## src/pkg/isa_claim_pkg.sv

```systemverilog
// Shared constants, field positions and carrier types for the ISA claim and slot control block
package isa_claim_pkg;

  // ----------------
  // Configuration register offsets
  // ----------------
  localparam logic [7:0] FEATURE_CONTROL_OFS = 8'h52;
  localparam logic [7:0] SLOT_ENABLE_CTRL_A_OFS = 8'h5C;
  localparam logic [7:0] SLOT_ENABLE_CTRL_B_OFS = 8'h5D;

  // ----------------
  // Reset values
  // ----------------
  localparam logic [7:0] FEATURE_CONTROL_RST = 8'h20;
  localparam logic [7:0] SLOT_ENABLE_CTRL_A_RST = 8'h00;
  localparam logic [7:0] SLOT_ENABLE_CTRL_B_RST = 8'h00;
  localparam logic [7:0] SLOT_ENABLE_CTRL_B_MASK = 8'h0F;

  // ----------------
  // Feature control bit positions
  // ----------------
  localparam int FC_STROBE_ROLE = 7;
  localparam int FC_SLOT_GATE_EN = 6;
  localparam int FC_IDE_EN = 5;
  localparam int FC_IDE_PIN_SEL = 4;
  localparam int FC_HOT_HALT_EN = 3;
  localparam int FC_FLASH_WR_EN = 2;
  localparam int FC_IRQ8_HIGH = 1;
  localparam int FC_DMA_DISTRIB = 0;

  // ----------------
  // Slot field layout: option bit above a 3-bit range code
  // ----------------
  localparam int SLOT_CODE_LSB_LO = 0;
  localparam int SLOT_OPT_BIT_LO = 3;
  localparam int SLOT_CODE_LSB_HI = 4;
  localparam int SLOT_OPT_BIT_HI = 7;
  localparam logic [2:0] SLOT_CODE_ALL = 3'h0;
  localparam logic [8:0] SLOT_EXCL_TOP = 9'h07F;

  // ----------------
  // ISA decode limits and claim data
  // ----------------
  localparam logic [31:0] ISA_MEM_LIMIT = 32'h0100_0000;
  localparam logic [31:0] ISA_IO_LIMIT = 32'h0001_0000;
  localparam logic [31:0] ISA_LOW_MEG = 32'h0010_0000;
  localparam logic [7:0] FLOAT_BYTE = 8'hFF;

  // ----------------
  // Control latch pattern and strobe timing in sys_clk cycles
  // ----------------
  localparam logic [15:0] LATCH_RESET_PATTERN = 16'h001E;
  localparam logic [3:0] LATCH_SETUP_CYC = 4'h2;
  localparam logic [3:0] LATCH_PULSE_CYC = 4'h3;
  localparam logic [3:0] LATCH_HOLD_CYC = 4'h2;

  // ----------------
  // Carrier types
  // ----------------
  typedef struct packed {
    logic is_io;
    logic is_write;
    logic [31:0] addr;
  } pci_req_t;

  typedef struct packed {
    logic m16_n;
    logic io16_n;
    logic nows_n;
    logic iochrdy;
    logic done;
    logic [7:0] rdata;
  } isa_resp_t;

  typedef struct packed {
    logic [2:0] code;
    logic opt;
  } slot_cfg_t;

endpackage

```

## src/design/slot_addr_gate.sv

```systemverilog
// Per-slot address-enable window decode for three ISA slots
`timescale 1ns/1ns
`default_nettype none
module slot_addr_gate
  import isa_claim_pkg::*;
(
  input wire logic [15:0] io_addr,
  input wire logic io_cycle,
  input wire logic dma_cycle,
  input wire logic gate_en,
  input wire isa_claim_pkg::slot_cfg_t [2:0] slot_cfg,
  output logic [2:0] next_gate
);

  // ----------------
  // Window decode shared by all slots
  // ----------------
  // True when the slot may see this I/O address (gate driven low)
  function automatic logic in_window(input logic [15:0] a, input slot_cfg_t c);
    logic hit;
    hit = (c.code == SLOT_CODE_ALL) || (a[15:12] == {1'b0, c.code});
    if (c.opt && (a[11:3] <= SLOT_EXCL_TOP)) begin
      hit = 1'b0;
    end
    return hit;
  endfunction

  // ----------------
  // Gate level per slot
  // ----------------
  // DMA drives the gates high as normal; memory cycles stay low as normal
  always_comb begin
    for (int i = 0; i < 3; i++) begin
      if (dma_cycle) begin
        next_gate[i] = 1'b1;
      end else if (!gate_en || !io_cycle) begin
        next_gate[i] = 1'b0;
      end else begin
        next_gate[i] = !in_window(io_addr, slot_cfg[i]);
      end
    end
  end

endmodule // slot_addr_gate
`default_nettype wire

```

## src/design/ctl_latch_seq.sv

```systemverilog
// Sequencer that presents a control pattern on SA and pulses the latch strobe
`timescale 1ns/1ns
`default_nettype none
module ctl_latch_seq
  import isa_claim_pkg::*;
(
  input wire logic sys_clk,
  input wire logic rst_n,
  input wire logic start,
  input wire logic [15:0] pattern,
  output logic busy,
  output logic strobe,
  output logic [15:0] sa_drive
);

  typedef enum logic [1:0] {IDLE, SETUP, PULSE, HOLD} seq_state_t;

  seq_state_t state; // Sequencer phase
  logic [3:0] cnt; // Cycles left in phase

  // ----------------
  // Phase sequencing
  // ----------------
  // Reset leaves strobe high with the reset pattern so the latch is transparent
  always_ff @(posedge sys_clk or negedge rst_n) begin
    if (!rst_n) begin
      state <= IDLE;
      cnt <= 4'h0;
      strobe <= 1'b1;
      sa_drive <= LATCH_RESET_PATTERN;
    end else begin
      case (state)
        IDLE: begin
          strobe <= 1'b0;
          if (start) begin
            sa_drive <= pattern;
            cnt <= LATCH_SETUP_CYC;
            state <= SETUP;
          end
        end
        SETUP: begin
          // Pattern settles before the latch opens
          if (cnt == 4'h1) begin
            strobe <= 1'b1;
            cnt <= LATCH_PULSE_CYC;
            state <= PULSE;
          end else begin
            cnt <= cnt - 4'h1;
          end
        end
        PULSE: begin
          if (cnt == 4'h1) begin
            strobe <= 1'b0;
            cnt <= LATCH_HOLD_CYC;
            state <= HOLD;
          end else begin
            cnt <= cnt - 4'h1;
          end
        end
        HOLD: begin
          // Pattern held past the closing edge of the strobe
          if (cnt == 4'h1) begin
            state <= IDLE;
          end else begin
            cnt <= cnt - 4'h1;
          end
        end
        default: begin
          state <= IDLE;
        end
      endcase
    end
  end

  assign busy = (state != IDLE);

endmodule // ctl_latch_seq
`default_nettype wire

```

## src/design/isa_claim_and_slot_control.sv

```systemverilog
// Top: ISA claim decision, feature control, latch strobe pin and per-slot gates
//
// Behaviour
// - Decode in-range cycles and run them on ISA
// - Claim early on 16-bit, zero-wait or not-ready
// - Unclaimed 8-bit write completes, then target abort
// - Unclaimed 8-bit read waits for returned data
// - Dual pin is latch strobe at initialisation
// - Reset drives fixed pattern onto address lines
// - Feature bit 7 selects reset or strobe role
// - Latched bit0 reserved, 1-4 slot resets, rest user
// - Each latched output set by software pattern
// - Extended mode gates stay high outside window
// - Range code: 000 all, else 4K window
// - Option bit excludes x000-x3F8 in window
// - Slot fields packed in two slot registers
// - Slot gates 2 and 3 replace request pair 1
// - Feature bit 6 enables gates, needs strap
// - Bits 5 and 4 control drive function, pins
// - Bit 3 hot halt; bit 2 flash/write block
// - Bit 1 irq8 level; bit 0 DMA mapping
// - Hot insertion halts ISA until host clears
// - Extended mode strapped on drive select pin
`timescale 1ns/1ns
`default_nettype none
module isa_claim_and_slot_control
  import isa_claim_pkg::*;
(
  input wire logic sys_clk,
  input wire logic rst_n,
  input wire logic cfg_wr,
  input wire logic cfg_rd,
  input wire logic [7:0] cfg_addr,
  input wire logic [7:0] cfg_wdata,
  output logic [7:0] cfg_rdata,
  input wire logic pci_req_valid,
  input wire isa_claim_pkg::pci_req_t pci_req,
  output logic pci_claim,
  output logic pci_target_abort,
  output logic isa_start,
  output isa_claim_pkg::pci_req_t isa_cmd,
  input wire isa_claim_pkg::isa_resp_t isa_resp,
  input wire logic dma_cycle,
  output logic isa_halt,
  input wire logic hot_insert_n,
  input wire logic hot_clear,
  input wire logic isa_reset_req,
  input wire logic latch_update,
  input wire logic [15:0] latch_pattern,
  output logic reset_or_strobe_pin,
  output logic [15:0] sa_out,
  output logic sa_oe,
  input wire logic drive_cs_one_n,
  input wire logic ack_encode_strap,
  output logic [2:0] slot_addr_gates,
  output logic extended_mode,
  output logic ide_function,
  output logic ide_buffer_pins,
  output logic mem_write_block,
  input wire logic irq8_input,
  output logic irq8_active,
  output logic dma_distributed
);

  import isa_claim_pkg::*;

  // ----------------
  // Declarations
  // ----------------
  typedef enum logic [1:0] {C_IDLE, C_RUN, C_DONE} claim_state_t;

  logic [7:0] feature_control; // Feature control register
  logic [7:0] slot_enable_ctrl_a; // Slots 1 and 2 fields
  logic [7:0] slot_enable_ctrl_b; // Slot 3 field, upper nibble reserved
  claim_state_t cstate; // Claim decision state
  logic claimed; // An early response was seen this cycle
  logic strap_taken; // Straps captured once after reset
  logic ack_strap; // Captured acknowledge-encode strap
  logic hot_pending; // Hot insertion event awaiting host clear
  logic seq_busy; // Latch sequencer running
  logic seq_strobe; // Strobe from sequencer
  logic [15:0] seq_sa; // Pattern from sequencer
  logic seq_start; // Start request to sequencer
  logic gate_en; // Individual gates permitted
  logic early_resp; // Any card response event
  logic [2:0] next_gates; // Combinational gate levels
  slot_cfg_t [2:0] slot_cfg; // Unpacked slot fields

  // Memory range: first 16MB; I/O range: first 64KB
  function automatic logic in_isa_range(input pci_req_t r);
    return r.is_io ? (r.addr < ISA_IO_LIMIT) : (r.addr < ISA_MEM_LIMIT);
  endfunction

  // ----------------
  // Configuration register writes
  // ----------------
  // Reserved bits of the second slot register never store
  always_ff @(posedge sys_clk or negedge rst_n) begin
    if (!rst_n) begin
      feature_control <= FEATURE_CONTROL_RST;
      slot_enable_ctrl_a <= SLOT_ENABLE_CTRL_A_RST;
      slot_enable_ctrl_b <= SLOT_ENABLE_CTRL_B_RST;
    end else if (cfg_wr) begin
      case (cfg_addr)
        FEATURE_CONTROL_OFS: feature_control <= cfg_wdata;
        SLOT_ENABLE_CTRL_A_OFS: slot_enable_ctrl_a <= cfg_wdata;
        SLOT_ENABLE_CTRL_B_OFS: slot_enable_ctrl_b <= cfg_wdata & SLOT_ENABLE_CTRL_B_MASK;
        default: begin
          // Unmapped offsets are ignored
        end
      endcase
    end
  end

  // ----------------
  // Configuration register reads
  // ----------------
  // Data appears the cycle after the read; unmapped offsets read zero
  always_ff @(posedge sys_clk or negedge rst_n) begin
    if (!rst_n) begin
      cfg_rdata <= 8'h00;
    end else if (cfg_rd) begin
      case (cfg_addr)
        FEATURE_CONTROL_OFS: cfg_rdata <= feature_control;
        SLOT_ENABLE_CTRL_A_OFS: cfg_rdata <= slot_enable_ctrl_a;
        SLOT_ENABLE_CTRL_B_OFS: cfg_rdata <= slot_enable_ctrl_b;
        default: cfg_rdata <= 8'h00;
      endcase
    end
  end

  // ----------------
  // Strap capture
  // ----------------
  // Straps are sampled by the first clock after reset release, never by the reset itself
  always_ff @(posedge sys_clk or negedge rst_n) begin
    if (!rst_n) begin
      strap_taken <= 1'b0;
      extended_mode <= 1'b0;
      ack_strap <= 1'b0;
    end else if (!strap_taken) begin
      strap_taken <= 1'b1;
      extended_mode <= drive_cs_one_n;
      ack_strap <= ack_encode_strap;
    end
  end

  // ----------------
  // Feature-driven outputs
  // ----------------
  always_ff @(posedge sys_clk or negedge rst_n) begin
    if (!rst_n) begin
      ide_function <= 1'b1;
      ide_buffer_pins <= 1'b0;
      mem_write_block <= 1'b0;
      irq8_active <= 1'b0;
      dma_distributed <= 1'b0;
    end else begin
      ide_function <= feature_control[FC_IDE_EN];
      ide_buffer_pins <= feature_control[FC_IDE_PIN_SEL];
      // Memory writes below 1MB are blocked while flash writes are off
      mem_write_block <= !feature_control[FC_FLASH_WR_EN] && isa_start && !isa_cmd.is_io
                         && isa_cmd.is_write && (isa_cmd.addr < ISA_LOW_MEG);
      irq8_active <= feature_control[FC_IRQ8_HIGH] ? irq8_input : !irq8_input;
      dma_distributed <= feature_control[FC_DMA_DISTRIB];
    end
  end

  // ----------------
  // Hot insertion halt
  // ----------------
  // A new insertion in the clearing cycle wins over the clear
  always_ff @(posedge sys_clk or negedge rst_n) begin
    if (!rst_n) begin
      hot_pending <= 1'b0;
    end else if (feature_control[FC_HOT_HALT_EN] && !hot_insert_n) begin
      hot_pending <= 1'b1;
    end else if (hot_clear) begin
      hot_pending <= 1'b0;
    end
  end

  // Halt reaches the bus the cycle after the event
  always_ff @(posedge sys_clk or negedge rst_n) begin
    if (!rst_n) begin
      isa_halt <= 1'b0;
    end else begin
      isa_halt <= hot_pending || (feature_control[FC_HOT_HALT_EN] && !hot_insert_n);
    end
  end

  // ----------------
  // Claim decision
  // ----------------
  assign early_resp = !isa_resp.m16_n || !isa_resp.io16_n || !isa_resp.nows_n || !isa_resp.iochrdy;

  // One ISA cycle at a time; a halted bus or a running strobe holds new cycles off
  always_ff @(posedge sys_clk or negedge rst_n) begin
    if (!rst_n) begin
      cstate <= C_IDLE;
      claimed <= 1'b0;
      isa_start <= 1'b0;
      isa_cmd <= '0;
      pci_claim <= 1'b0;
      pci_target_abort <= 1'b0;
    end else begin
      isa_start <= 1'b0;
      pci_claim <= 1'b0;
      pci_target_abort <= 1'b0;
      case (cstate)
        C_IDLE: begin
          if (pci_req_valid && in_isa_range(pci_req) && !isa_halt && !hot_pending && !seq_busy) begin
            isa_start <= 1'b1;
            isa_cmd <= pci_req;
            claimed <= 1'b0;
            cstate <= C_RUN;
          end
        end
        C_RUN: begin
          if (!claimed && early_resp) begin
            // Claim without waiting for the ISA cycle to end
            pci_claim <= 1'b1;
            claimed <= 1'b1;
          end
          if (isa_resp.done) begin
            if (!claimed && !early_resp) begin
              if (isa_cmd.is_write) begin
                pci_target_abort <= 1'b1;
              end else if (isa_resp.rdata != FLOAT_BYTE) begin
                pci_claim <= 1'b1;
              end else begin
                // Floating bus; the host reruns locally and sees the same byte
                pci_target_abort <= 1'b1;
              end
            end
            cstate <= C_DONE;
          end
        end
        C_DONE: begin
          // One turnaround cycle; a strobe cannot start here, only in C_IDLE with no request pending
          cstate <= C_IDLE;
        end
        default: begin
          cstate <= C_IDLE;
        end
      endcase
    end
  end

  // ----------------
  // Control latch strobe
  // ----------------
  // Strobe only starts between ISA cycles and only in strobe role
  assign seq_start = latch_update && feature_control[FC_STROBE_ROLE] && (cstate == C_IDLE)
                     && !pci_req_valid;

  ctl_latch_seq u_latch (
    .sys_clk(sys_clk),
    .rst_n(rst_n),
    .start(seq_start),
    .pattern(latch_pattern),
    .busy(seq_busy),
    .strobe(seq_strobe),
    .sa_drive(seq_sa)
  );

  // Pin role: plain ISA reset drive or latch strobe, never both
  always_ff @(posedge sys_clk or negedge rst_n) begin
    if (!rst_n) begin
      reset_or_strobe_pin <= 1'b1;
      sa_out <= LATCH_RESET_PATTERN;
      sa_oe <= 1'b1;
    end else begin
      if (feature_control[FC_STROBE_ROLE]) begin
        reset_or_strobe_pin <= seq_strobe;
      end else begin
        reset_or_strobe_pin <= isa_reset_req;
      end
      // Address lines carry the pattern while the sequencer owns them
      sa_out <= seq_busy ? seq_sa : isa_cmd.addr[15:0];
      sa_oe <= seq_busy || (cstate != C_IDLE);
    end
  end

  // ----------------
  // Per-slot address gates
  // ----------------
  // Gates need extended mode, the acknowledge strap and the enable bit, in either pin role
  assign gate_en = extended_mode && ack_strap && feature_control[FC_SLOT_GATE_EN];
  assign slot_cfg[0] = '{code: slot_enable_ctrl_a[SLOT_CODE_LSB_LO +: 3],
                         opt: slot_enable_ctrl_a[SLOT_OPT_BIT_LO]};
  assign slot_cfg[1] = '{code: slot_enable_ctrl_a[SLOT_CODE_LSB_HI +: 3],
                         opt: slot_enable_ctrl_a[SLOT_OPT_BIT_HI]};
  assign slot_cfg[2] = '{code: slot_enable_ctrl_b[SLOT_CODE_LSB_LO +: 3],
                         opt: slot_enable_ctrl_b[SLOT_OPT_BIT_LO]};

  slot_addr_gate u_gate (
    .io_addr(isa_cmd.addr[15:0]),
    .io_cycle(isa_cmd.is_io && (cstate != C_IDLE)),
    .dma_cycle(dma_cycle),
    .gate_en(gate_en),
    .slot_cfg(slot_cfg),
    .next_gate(next_gates)
  );

  // Bit 0 is the original gate pin; bits 1 and 2 take the spare request pair pins
  always_ff @(posedge sys_clk or negedge rst_n) begin
    if (!rst_n) begin
      slot_addr_gates <= 3'h0;
    end else begin
      slot_addr_gates <= next_gates;
    end
  end

endmodule // isa_claim_and_slot_control
`default_nettype wire

```

## config.mk

```make
export PLATFORM = sky130hd
export DESIGN_NAME = isa_claim_and_slot_control
export DESIGN_NICKNAME = d
export VERILOG_FILES = /design/src/pkg/isa_claim_pkg.sv /design/src/design/slot_addr_gate.sv /design/src/design/ctl_latch_seq.sv /design/src/design/isa_claim_and_slot_control.sv
export SDC_FILE = /design/constraint.sdc
export NUM_CORES = 1
export LEC_CHECK = 0
export BUFFER_PORTS_ARGS = -buffer_cell sky130_fd_sc_hd__clkbuf_2
export CAP_MARGIN = 10
export CELL_PAD_IN_SITES_DETAIL_PLACEMENT = 0
export CELL_PAD_IN_SITES_GLOBAL_PLACEMENT = 1
export CORE_UTILIZATION = 24
export CTS_CLUSTER_DIAMETER = 200
export DETAILED_ROUTE_END_ITERATION = 8
export MAX_ROUTING_LAYER = met4
export PLACE_DENSITY_LB_ADDON = 0.1
export SYNTH_ARGS = -nofsm -noshare
export SYNTH_HDL_FRONTEND = slang
export SYNTH_SLANG_ARGS = --single-unit
```

## constraint.sdc

```tcl
create_clock -name sys_clk -period 2.7 [get_ports sys_clk]
set_clock_uncertainty 0.2 [all_clocks]
set_input_delay 0.135 -clock sys_clk [delete_from_list [all_inputs] [get_ports sys_clk]]
set_output_delay 0.135 -clock sys_clk [all_outputs]
set_load 0.01 [all_outputs]
```

==> results of run 1 <==
[routing by layer]
metal	share of wire [%]	routed length, um	track usage (%)	up-vias
li1	-	-	-	1872
met1	46	6840	18.9	1956
met2	47	6900	21.6	129
met3	5.1	749	3.83	18
met4	1.8	269	5.93	0
met5	0	0	-	-
[worst max path at each step]
stage	start	to	slack, ns	cells after the start
after detailed placement	u_latch.state[0]	isa_cmd[19]	0.45	7
after floorplan	u_latch.state[0]	isa_cmd[0]	0.51	8
after global placement	u_latch.state[0]	isa_cmd[1]	0.50	7
after global routing	u_latch.state[0]	isa_cmd[33]	0.08	8
final	u_latch.state[0]	isa_cmd[33]	0.21	8
after CTS	u_latch.state[0]	isa_cmd[33]	0.13	8
[stage by stage]
| stage | utilization [%] | area [um^2] | hold slack, ns | cells | total power, mW |
|---|---|---|---|---|---|
| 2_1_floorplan | - | 5160 | -0.361 | 378 | 2.70 |
| 3_3_place_gp | 30.1 | 6320 | -0.0495 | 810 | 3.03 |
| 3_5_place_dp | 30.1 | 6320 | -0.0505 | 810 | 3.05 |
| 4_1_cts | 36.3 | 7640 | 0.0570 | 908 | 5.72 |
| 5_1_grt | 36.4 | 7640 | 0.0921 | 908 | 5.93 |
| 6_report | 36.4 | 7640 | 0.0621 | 908 | 5.63 |
[timing repair]
action | in CTS | in global routing
setup endpoints to repair | 0 | 1
hold endpoints to repair | 194 | 0
gates resized for setup | 0 | 1
hold buffers | 66 | 0
[layout make-up]
cell class / instances / area, um^2 / area share, %
Timing Repair Buffer: 238 / 1570 / 20.6
Tap cell: 275 / 344 / 4.50
Multi-Input combinational cell: 225 / 1940 / 25.3
Clock inverter: 12 / 194 / 2.54
Inverter: 16 / 60.1 / 0.786
Clock buffer: 20 / 467 / 6.11
Sequential cell: 122 / 3070 / 40.2
[critical path: stages (launching register included)]
cell	delay, ns
sky130_fd_sc_hd__dfrtp_1	0.42
sky130_fd_sc_hd__inv_1	0.10
sky130_fd_sc_hd__ha_1	0.16
sky130_fd_sc_hd__nor3b_2	0.21
sky130_fd_sc_hd__nand4_1	0.19
sky130_fd_sc_hd__a21oi_4	0.20
sky130_fd_sc_hd__buf_6	0.24
sky130_fd_sc_hd__o22a_1	0.16
sky130_fd_sc_hd__dlygate4sd3_1	0.54
[flip-flops by register name, summed over array words and instances, names as in the netlist, 2 cells and up]
name and flops:
cfg_rdata 8, sa_out 16, slot_enable_ctrl_a 8, slot_enable_ctrl_b 4
slot_addr_gates 3, cstate 2, feature_control 8, u_latch.cnt 4
u_latch.sa_drive 16, isa_cmd 34, u_latch.state 2
[layout by cell type, fill, tap and decap left out, types with 7 or more instances in the layout]
master / instances
sky130_fd_sc_hd__nor2_1: 8
sky130_fd_sc_hd__dlygate4sd3_1: 66
sky130_fd_sc_hd__dfrtp_1: 109
sky130_fd_sc_hd__nor2b_1: 11
sky130_fd_sc_hd__xnor2_1: 7
sky130_fd_sc_hd__dfstp_2: 13
sky130_fd_sc_hd__o22ai_1: 8
sky130_fd_sc_hd__mux2_2: 81
sky130_fd_sc_hd__clkbuf_2: 163
sky130_fd_sc_hd__inv_1: 16
sky130_fd_sc_hd__a21oi_1: 9
sky130_fd_sc_hd__o21ai_0: 8
sky130_fd_sc_hd__clkbuf_16: 17
[power by group through the flow]
stage / logic, mW / registers [mW] / clock network [mW]
6_report: 0.956 / 2.12 / 2.55
5_1_grt: 1.07 / 2.14 / 2.71
4_1_cts: 0.972 / 2.12 / 2.63
3_5_place_dp: 0.894 / 2.15 / 0
3_3_place_gp: 0.881 / 2.15 / 0
2_1_floorplan: 0.549 / 2.15 / 0
[cell families after synthesis]
family                     count (synthesis)  share of synthesized area [%]
and+or+nand+nor                           69                           8.39
buffers and inverters                     31                           2.98
xor gates and xnor gates                   8                           1.36
muxes                                     82                           17.9
DFF                                      122                           59.5
other                                      1                         0.0727
AOI/OAI and AO/OA                         59                           8.39
adders and majority gates                  6                           1.45
==> reports/results.md, run 1 <==
| Group | Quantity | Value |
|:---|:---|:---|
| status | Run status | finished clean |
| power | Sw frac | 25.7% |
| global routing | Initial antenna violation count | 0 |
| floorplan | Starting Density | 24.5% |
| power | Internal | 4.18 mW |
| power | Switching power total | 1.44 mW |
| clock tree | # H-tree levels | 4 |
| clock tree | Postcts setup bufs | 0 |
| detailed routing | Total detailed-routing wirelength | 14.8 mm |
| synth | Post-synth top area cell | sky130_fd_sc_hd__dfrtp_1 |
| synth | Area share of the largest cell type after synthesis | 52.9% |
| synth | Fraction of synthesis flops using an asynchronous set or reset pin | 100% |
| detailed routing | First-pass detailed-route iteration total | 4 |
| sta | Final period util | 92.0% |
| floorplan | Chip width | 149 um |
| synth | Number of distinct library cells after synthesis | 54 |
| detailed routing | Wire length per cell after detailed routing | 16.3 um |
| synth | Largest cells by area after synthesis | sky130_fd_sc_hd__dfrtp_1 (53%), sky130_fd_sc_hd__mux2_2 (18%), sky130_fd_sc_hd__dfstp_2 (6.6%) |
| sta | Total Neg Setup Slack | 0 ns |
| power | Sequential share of power | 37.7% |
| detailed routing | Routed via count | 3,975 |
| cells and area | Antenna cells | 0 |
| detailed routing | Avg Vias per Cell | 4.38 |
| synth | Per-instance average area after synthesis | 13.7 um^2 |
| clock tree | Clock-pin slew on the worst setup and hold paths | 0.06 ns |
| synth | Fraction of the yosys area taken by sequential cells | 59.5% |
| synth | Post-Synthesis Net Count | 476 |
| critical path | Signal arrival time at the worst endpoint | 2.63 ns |
| synth | Dominant cell by count in the synthesized netlist | sky130_fd_sc_hd__dfrtp_1 |
| floorplan | Top-level I/O count | 165 |
| synth | Flip-flop and latch count after synthesis | 122 |
| critical path | Highest fanout seen on the critical path | 24 |
| placed design | Placed wire-length estimate after detailed placement | 10.5 mm |
| synth | Primary FF master, synth | sky130_fd_sc_hd__dfrtp_1 |
| power | Comb power frac | 17.0% |
| cells and area | Area growth from synthesis to layout | 48.1% |
| clock tree | TritonCTS clock tree | yes |
| cells and area | Number of filler cells placed in the layout | 2,055 |
| floorplan | Die area | 0.0221 mm^2 |
| synth | Post-synthesis instance area | 0.00516 mm^2 |
| detailed routing | Remaining number of nets flagged by the antenna check after routing | 0 |
| synth | Number of enable flip-flop cells after synthesis | 0 |
| synth | Most numerous cell types in the synthesized netlist | sky130_fd_sc_hd__dfrtp_1 (109), sky130_fd_sc_hd__mux2_2 (81), sky130_fd_sc_hd__inv_1 (16) |
| critical path | Critical register-to-register path endpoint | isa_cmd[33] |
| clock tree | CTS Root Buffer Type | sky130_fd_sc_hd__clkbuf_16 |
| critical path | Critical Path Start Type | register |
| power | Peak ir drop on the vdd network | 0.000407 V |
| critical path | Kind of end point of the critical path | register |
| cells and area | Final net count | 718 |
| critical path | Minimum setup slack among reg-to-reg paths | 0.21 ns |
| global routing | GRT Overall Usage | 14.6% |
| detailed routing | Detailed Route Iter0 Violations | 152 |
| synth | Post-Synthesis Cells | 378 |
| detailed routing | Number of remaining DRC errors | 0 |
| critical path | Critical path required time | 2.85 ns |
| clock tree | TritonCTS buffer count | 17 |
| floorplan | Die Span Y | 149 um |
| cells and area | Fraction of final layout cells with drive strength greater than 1 | 48.5% |
| sta | Max Slew Vio Count | 0 |
| sta | Final-report hold violation count | 0 |
| floorplan | Row Count | 53 |
| clock tree | Clock Sinks | 122 |
| job | Maximum Capacitance Violations | 0 |
| clock tree | Clock Latency Late Sink | 0.41 ns |
| clock tree | Maximum count of clock buffers along a single path | 2 |
| placed design | Placer's final routability congestion estimate | 0.750 |
| critical path | Worst flop-to-flop path startpoint | u_latch.state[0] |
| power | Pwr dens | 737 mW/mm^2 |
| power | Standby leakage power | 3.76 nW |
| worst hold path | Hold/Removal Path Class | in2async |
| critical path | Cells on worst reg2reg path | 8 |
| sta | Fmax achieved | 402 MHz |
| synth | YS warnings | 0 |
| critical path | Classification of the worst setup path | reg2reg |
| power | Clk pwr share | 45.3% |
| placed design | Number of buffers inserted by port buffering | 164 |
| sta | Min Clock Period, post-route | 2.49 ns |
| floorplan | Core region area | 0.0210 mm^2 |
| sta | Setup repair after global routing missed its margin | no |
| sta | Slew at the pin closest to its max-slew limit | 0.579 ns |
| sta | Max transition margin | 61.4% |
| placed design | Worst slack, placed | 0.454 ns |
| global routing | First-pass GRT wire length | 23.5 mm |
| global routing | Pin count of the biggest net entering global routing | 45 |
| global routing | Number of global-route vias before repair | 4,192 |
| global routing | Overflow left after global routing | 0 |
| sta | Final critical-path setup slack | 0.215 ns |
| sta | Count of final setup violators | 0 |
No activity file was read; power rests on OpenSTA's default activity.
==> inputs of run 2 (changes only) <==
- CORE_MARGIN: unset -> 5
==> reports/results.md, run 2 (synthesized netlist as in run 1, its figures left out) <==
| Group | Quantity | Value | vs previous |
|:---|:---|:---|:---|
| critical path | Critical Path Start Type | register |  |
| critical path | Highest cell delay on the worst timing path | 0.53 ns | about the same |
| cells and area | Final net count | 718 | unchanged |
| job | Maximum Capacitance Violations | 0 | unchanged |
| critical path | Buffer and inverter count on the worst path | 3 | unchanged |
| critical path | Slowest library cell on the worst path | sky130_fd_sc_hd__dlygate4sd3_1 |  |
| placed design | Placer's final routability congestion estimate | 0.753 | +0.40% |
| floorplan | Core region area | 0.0211 mm^2 | +0.32% |
| critical path | Critical Path Stages | 8 | unchanged |
| sta | Final period util | 90.7% | -1.4 points |
| clock tree | Clock Latency Late Sink | 0.41 ns | about the same |
| critical path | Highest fanout seen on the critical path | 37 | +54% |
| critical path | Family of cells with the greatest summed delay on the critical path | buffers and inverters |  |
| global routing | Overflow left after global routing | 0 | unchanged |
| power | Post-layout power | 5.36 mW | -4.9% |
| detailed routing | Total detailed-routing wirelength | 15.0 mm | +1.4% |
| sta | Total Neg Setup Slack | 0 ns | unchanged |
| cells and area | Max FFs per register | 34 | unchanged |
| cells and area | Antenna cells | 0 | unchanged |
| cells and area | Post-layout util | 35.9% | -0.42 points |
| cells and area | Commonest non-fill, non-tap cells in the layout | sky130_fd_sc_hd__clkbuf_2 (163), sky130_fd_sc_hd__dfrtp_1 (109), sky130_fd_sc_hd__mux2_2 (81), sky130_fd_sc_hd__dlygate4sd3_1 (67), sky130_fd_sc_hd__clkbuf_16 (17) |  |
| floorplan | Top-level I/O count | 165 | unchanged |
| detailed routing | Routed via count | 3,952 | -0.58% |
| placed design | Placed wire-length estimate after detailed placement | 11.0 mm | +4.3% |
| critical path | Cells traversed along the worst timing path | inv_1 -> ha_1 -> nor3b_2 -> nand4_1 -> a21oi_4 -> buf_12 -> o22a_1 -> dlygate4sd3_1 |  |
| detailed routing | Avg Vias per Cell | 4.35 | -0.58% |
| critical path | Classification of the worst setup path | reg2reg |  |
| floorplan | Chip width | 157 um | +5.4% |
| critical path | Cells on worst reg2reg path | 8 | unchanged |
| clock tree | CTS Root Buffer Type | sky130_fd_sc_hd__clkbuf_16 |  |
| placed design | Number of buffers inserted by port buffering | 164 | unchanged |
| detailed routing | Detailed Route Iter0 Violations | 144 | -5.3% |
| sta | Fmax achieved | 408 MHz | +1.5% |
| cells and area | Area growth from synthesis to layout | 46.9% |  |
| status | Run status | finished clean |  |
| critical path | Critical path required time | 2.85 ns | about the same |
| clock tree | Clock-pin slew on the worst setup and hold paths | 0.06 ns | about the same |
| global routing | Initial antenna violation count | 0 | unchanged |
| placed design | Worst slack, placed | 0.484 ns | +0.0301 ns |
| floorplan | Die area | 0.0245 mm^2 | +11% |
| clock tree | Resized cells post-CTS | 0 | unchanged |
| clock tree | TritonCTS buffer count | 17 | unchanged |
| sta | Count of final setup violators | 0 | unchanged |
| detailed routing | First-pass detailed-route iteration total | 4 | unchanged |
| sta | Slew at the pin closest to its max-slew limit | 0.581 ns | +0.00240 ns |
| power | Pwr dens | 707 mW/mm^2 | -4.0% |
| floorplan | Starting Density | 24.5% | -0.077 points |
| sta | Max transition margin | 61.3% | -0.16 points |
| power | Peak ir drop on the vdd network | 0.000500 V | +23% |
| cells and area | Fraction of final layout cells with drive strength greater than 1 | 48.2% | -0.32 points |
| sta | Worst Hold Slack | 0.0400 ns | -0.0222 ns |
| clock tree | TritonCTS clock tree | yes |  |
| global routing | First-pass GRT wire length | 24.3 mm | +3.3% |
| sta | Max Slew Vio Count | 0 | unchanged |
| clock tree | Postcts setup bufs | 0 | unchanged |
| sta | Final-report hold violation count | 0 | unchanged |
| detailed routing | Remaining number of nets flagged by the antenna check after routing | 0 | unchanged |
| cells and area | Largest registers | isa_cmd (34), sa_out (16), u_latch.sa_drive (16) |  |
| clock tree | CTS Hold Buffers Added | 67 | +1.5% |
| critical path | Kind of end point of the critical path | register |  |
| sta | Setup repair after global routing missed its margin | no |  |
| floorplan | Die Span Y | 157 um | +5.4% |
| clock tree | Maximum count of clock buffers along a single path | 2 | unchanged |
| clock tree | Clock Sinks | 122 | unchanged |
| sta | Final critical-path setup slack | 0.251 ns | +0.0368 ns |
| clock tree | # H-tree levels | 4 | unchanged |
| floorplan | Row Count | 53 | unchanged |
| detailed routing | Number of remaining DRC errors | 0 | unchanged |
| detailed routing | Wire length per cell after detailed routing | 16.5 um | +1.4% |
| global routing | GRT Overall Usage | 13.2% | -1.4 points |
| critical path | Signal arrival time at the worst endpoint | 2.60 ns | -0.03 ns |
| power | Standby leakage power | 3.72 nW | -1.0% |
| global routing | Pin count of the biggest net entering global routing | 65 | +44% |
| sta | Min Clock Period, post-route | 2.45 ns | -0.0368 ns |
| cells and area | Register with the highest flop count | isa_cmd |  |
| cells and area | Most frequent standard cell in the layout excluding fill and tap cells | sky130_fd_sc_hd__clkbuf_2 |  |
| global routing | Number of global-route vias before repair | 4,414 | +5.3% |
| worst hold path | Hold/Removal Path Class | in2async |  |
## run 2: changes by cell type in the layout (fill, tap and decap cells not counted), sizes merged
cell         before  now
clkinv            5    4
inv              16   19
bufinv            5    2
dlygate4sd3      66   67
buf               9    8
clkinvlp          2    3
## run 2: final cells by class
type	count	area, um^2
Inverter	16	60.1
Clock buffer	20	457
Sequential cell	122	3070
Tap cell	275	344
Multi-Input combinational cell	225	1940
Timing Repair Buffer	238	1570
Fill cell	2093	13500
Clock inverter	12	140
## run 2: power by group
part	internal [mW]	total [mW]	switching, mW
Sequential	2.01	2.13	0.116
Combinational	0.467	0.945	0.477
Clock	1.42	2.29	0.867
## run 2: metrics by stage
| step | area (um^2) | cells |
|---|---|---|
| 6_report | 7580 | 908 |
| 5_1_grt | 7580 | 908 |
| 4_1_cts | 7580 | 908 |
| 3_5_place_dp | 6310 | 809 |
| 3_3_place_gp | 6310 | 809 |
| 2_1_floorplan | 5160 | 378 |
## run 2: metal layers
metal  share of wire [%]  GRT usage, %  up-vias
li1                    -             -     1876
met1                  46          17.1     1936
met2                  47          19.9      124
met3                 5.8          3.79       16
met4                 1.5          4.26        0
met5                   0             -        -
## run 2: path summary, 6_finish.rpt
| check | slack (ns) | end | startpoint |
|---|---|---|---|
| setup reg to reg | 0.25 | isa_cmd[33] | u_latch.state[0] |
| hold reg to reg | 0.17 | ide_function | feature_control[5] |
| max in group asynchronous | 1.48 | sa_out[1] | rst_n |
| min in group sys_clk | 0.08 | isa_start | pci_req[26] |
| setup / recovery | 0.25 | isa_cmd[33] | u_latch.state[0] |
| hold / removal | 0.04 | cfg_rdata[1] | rst_n |
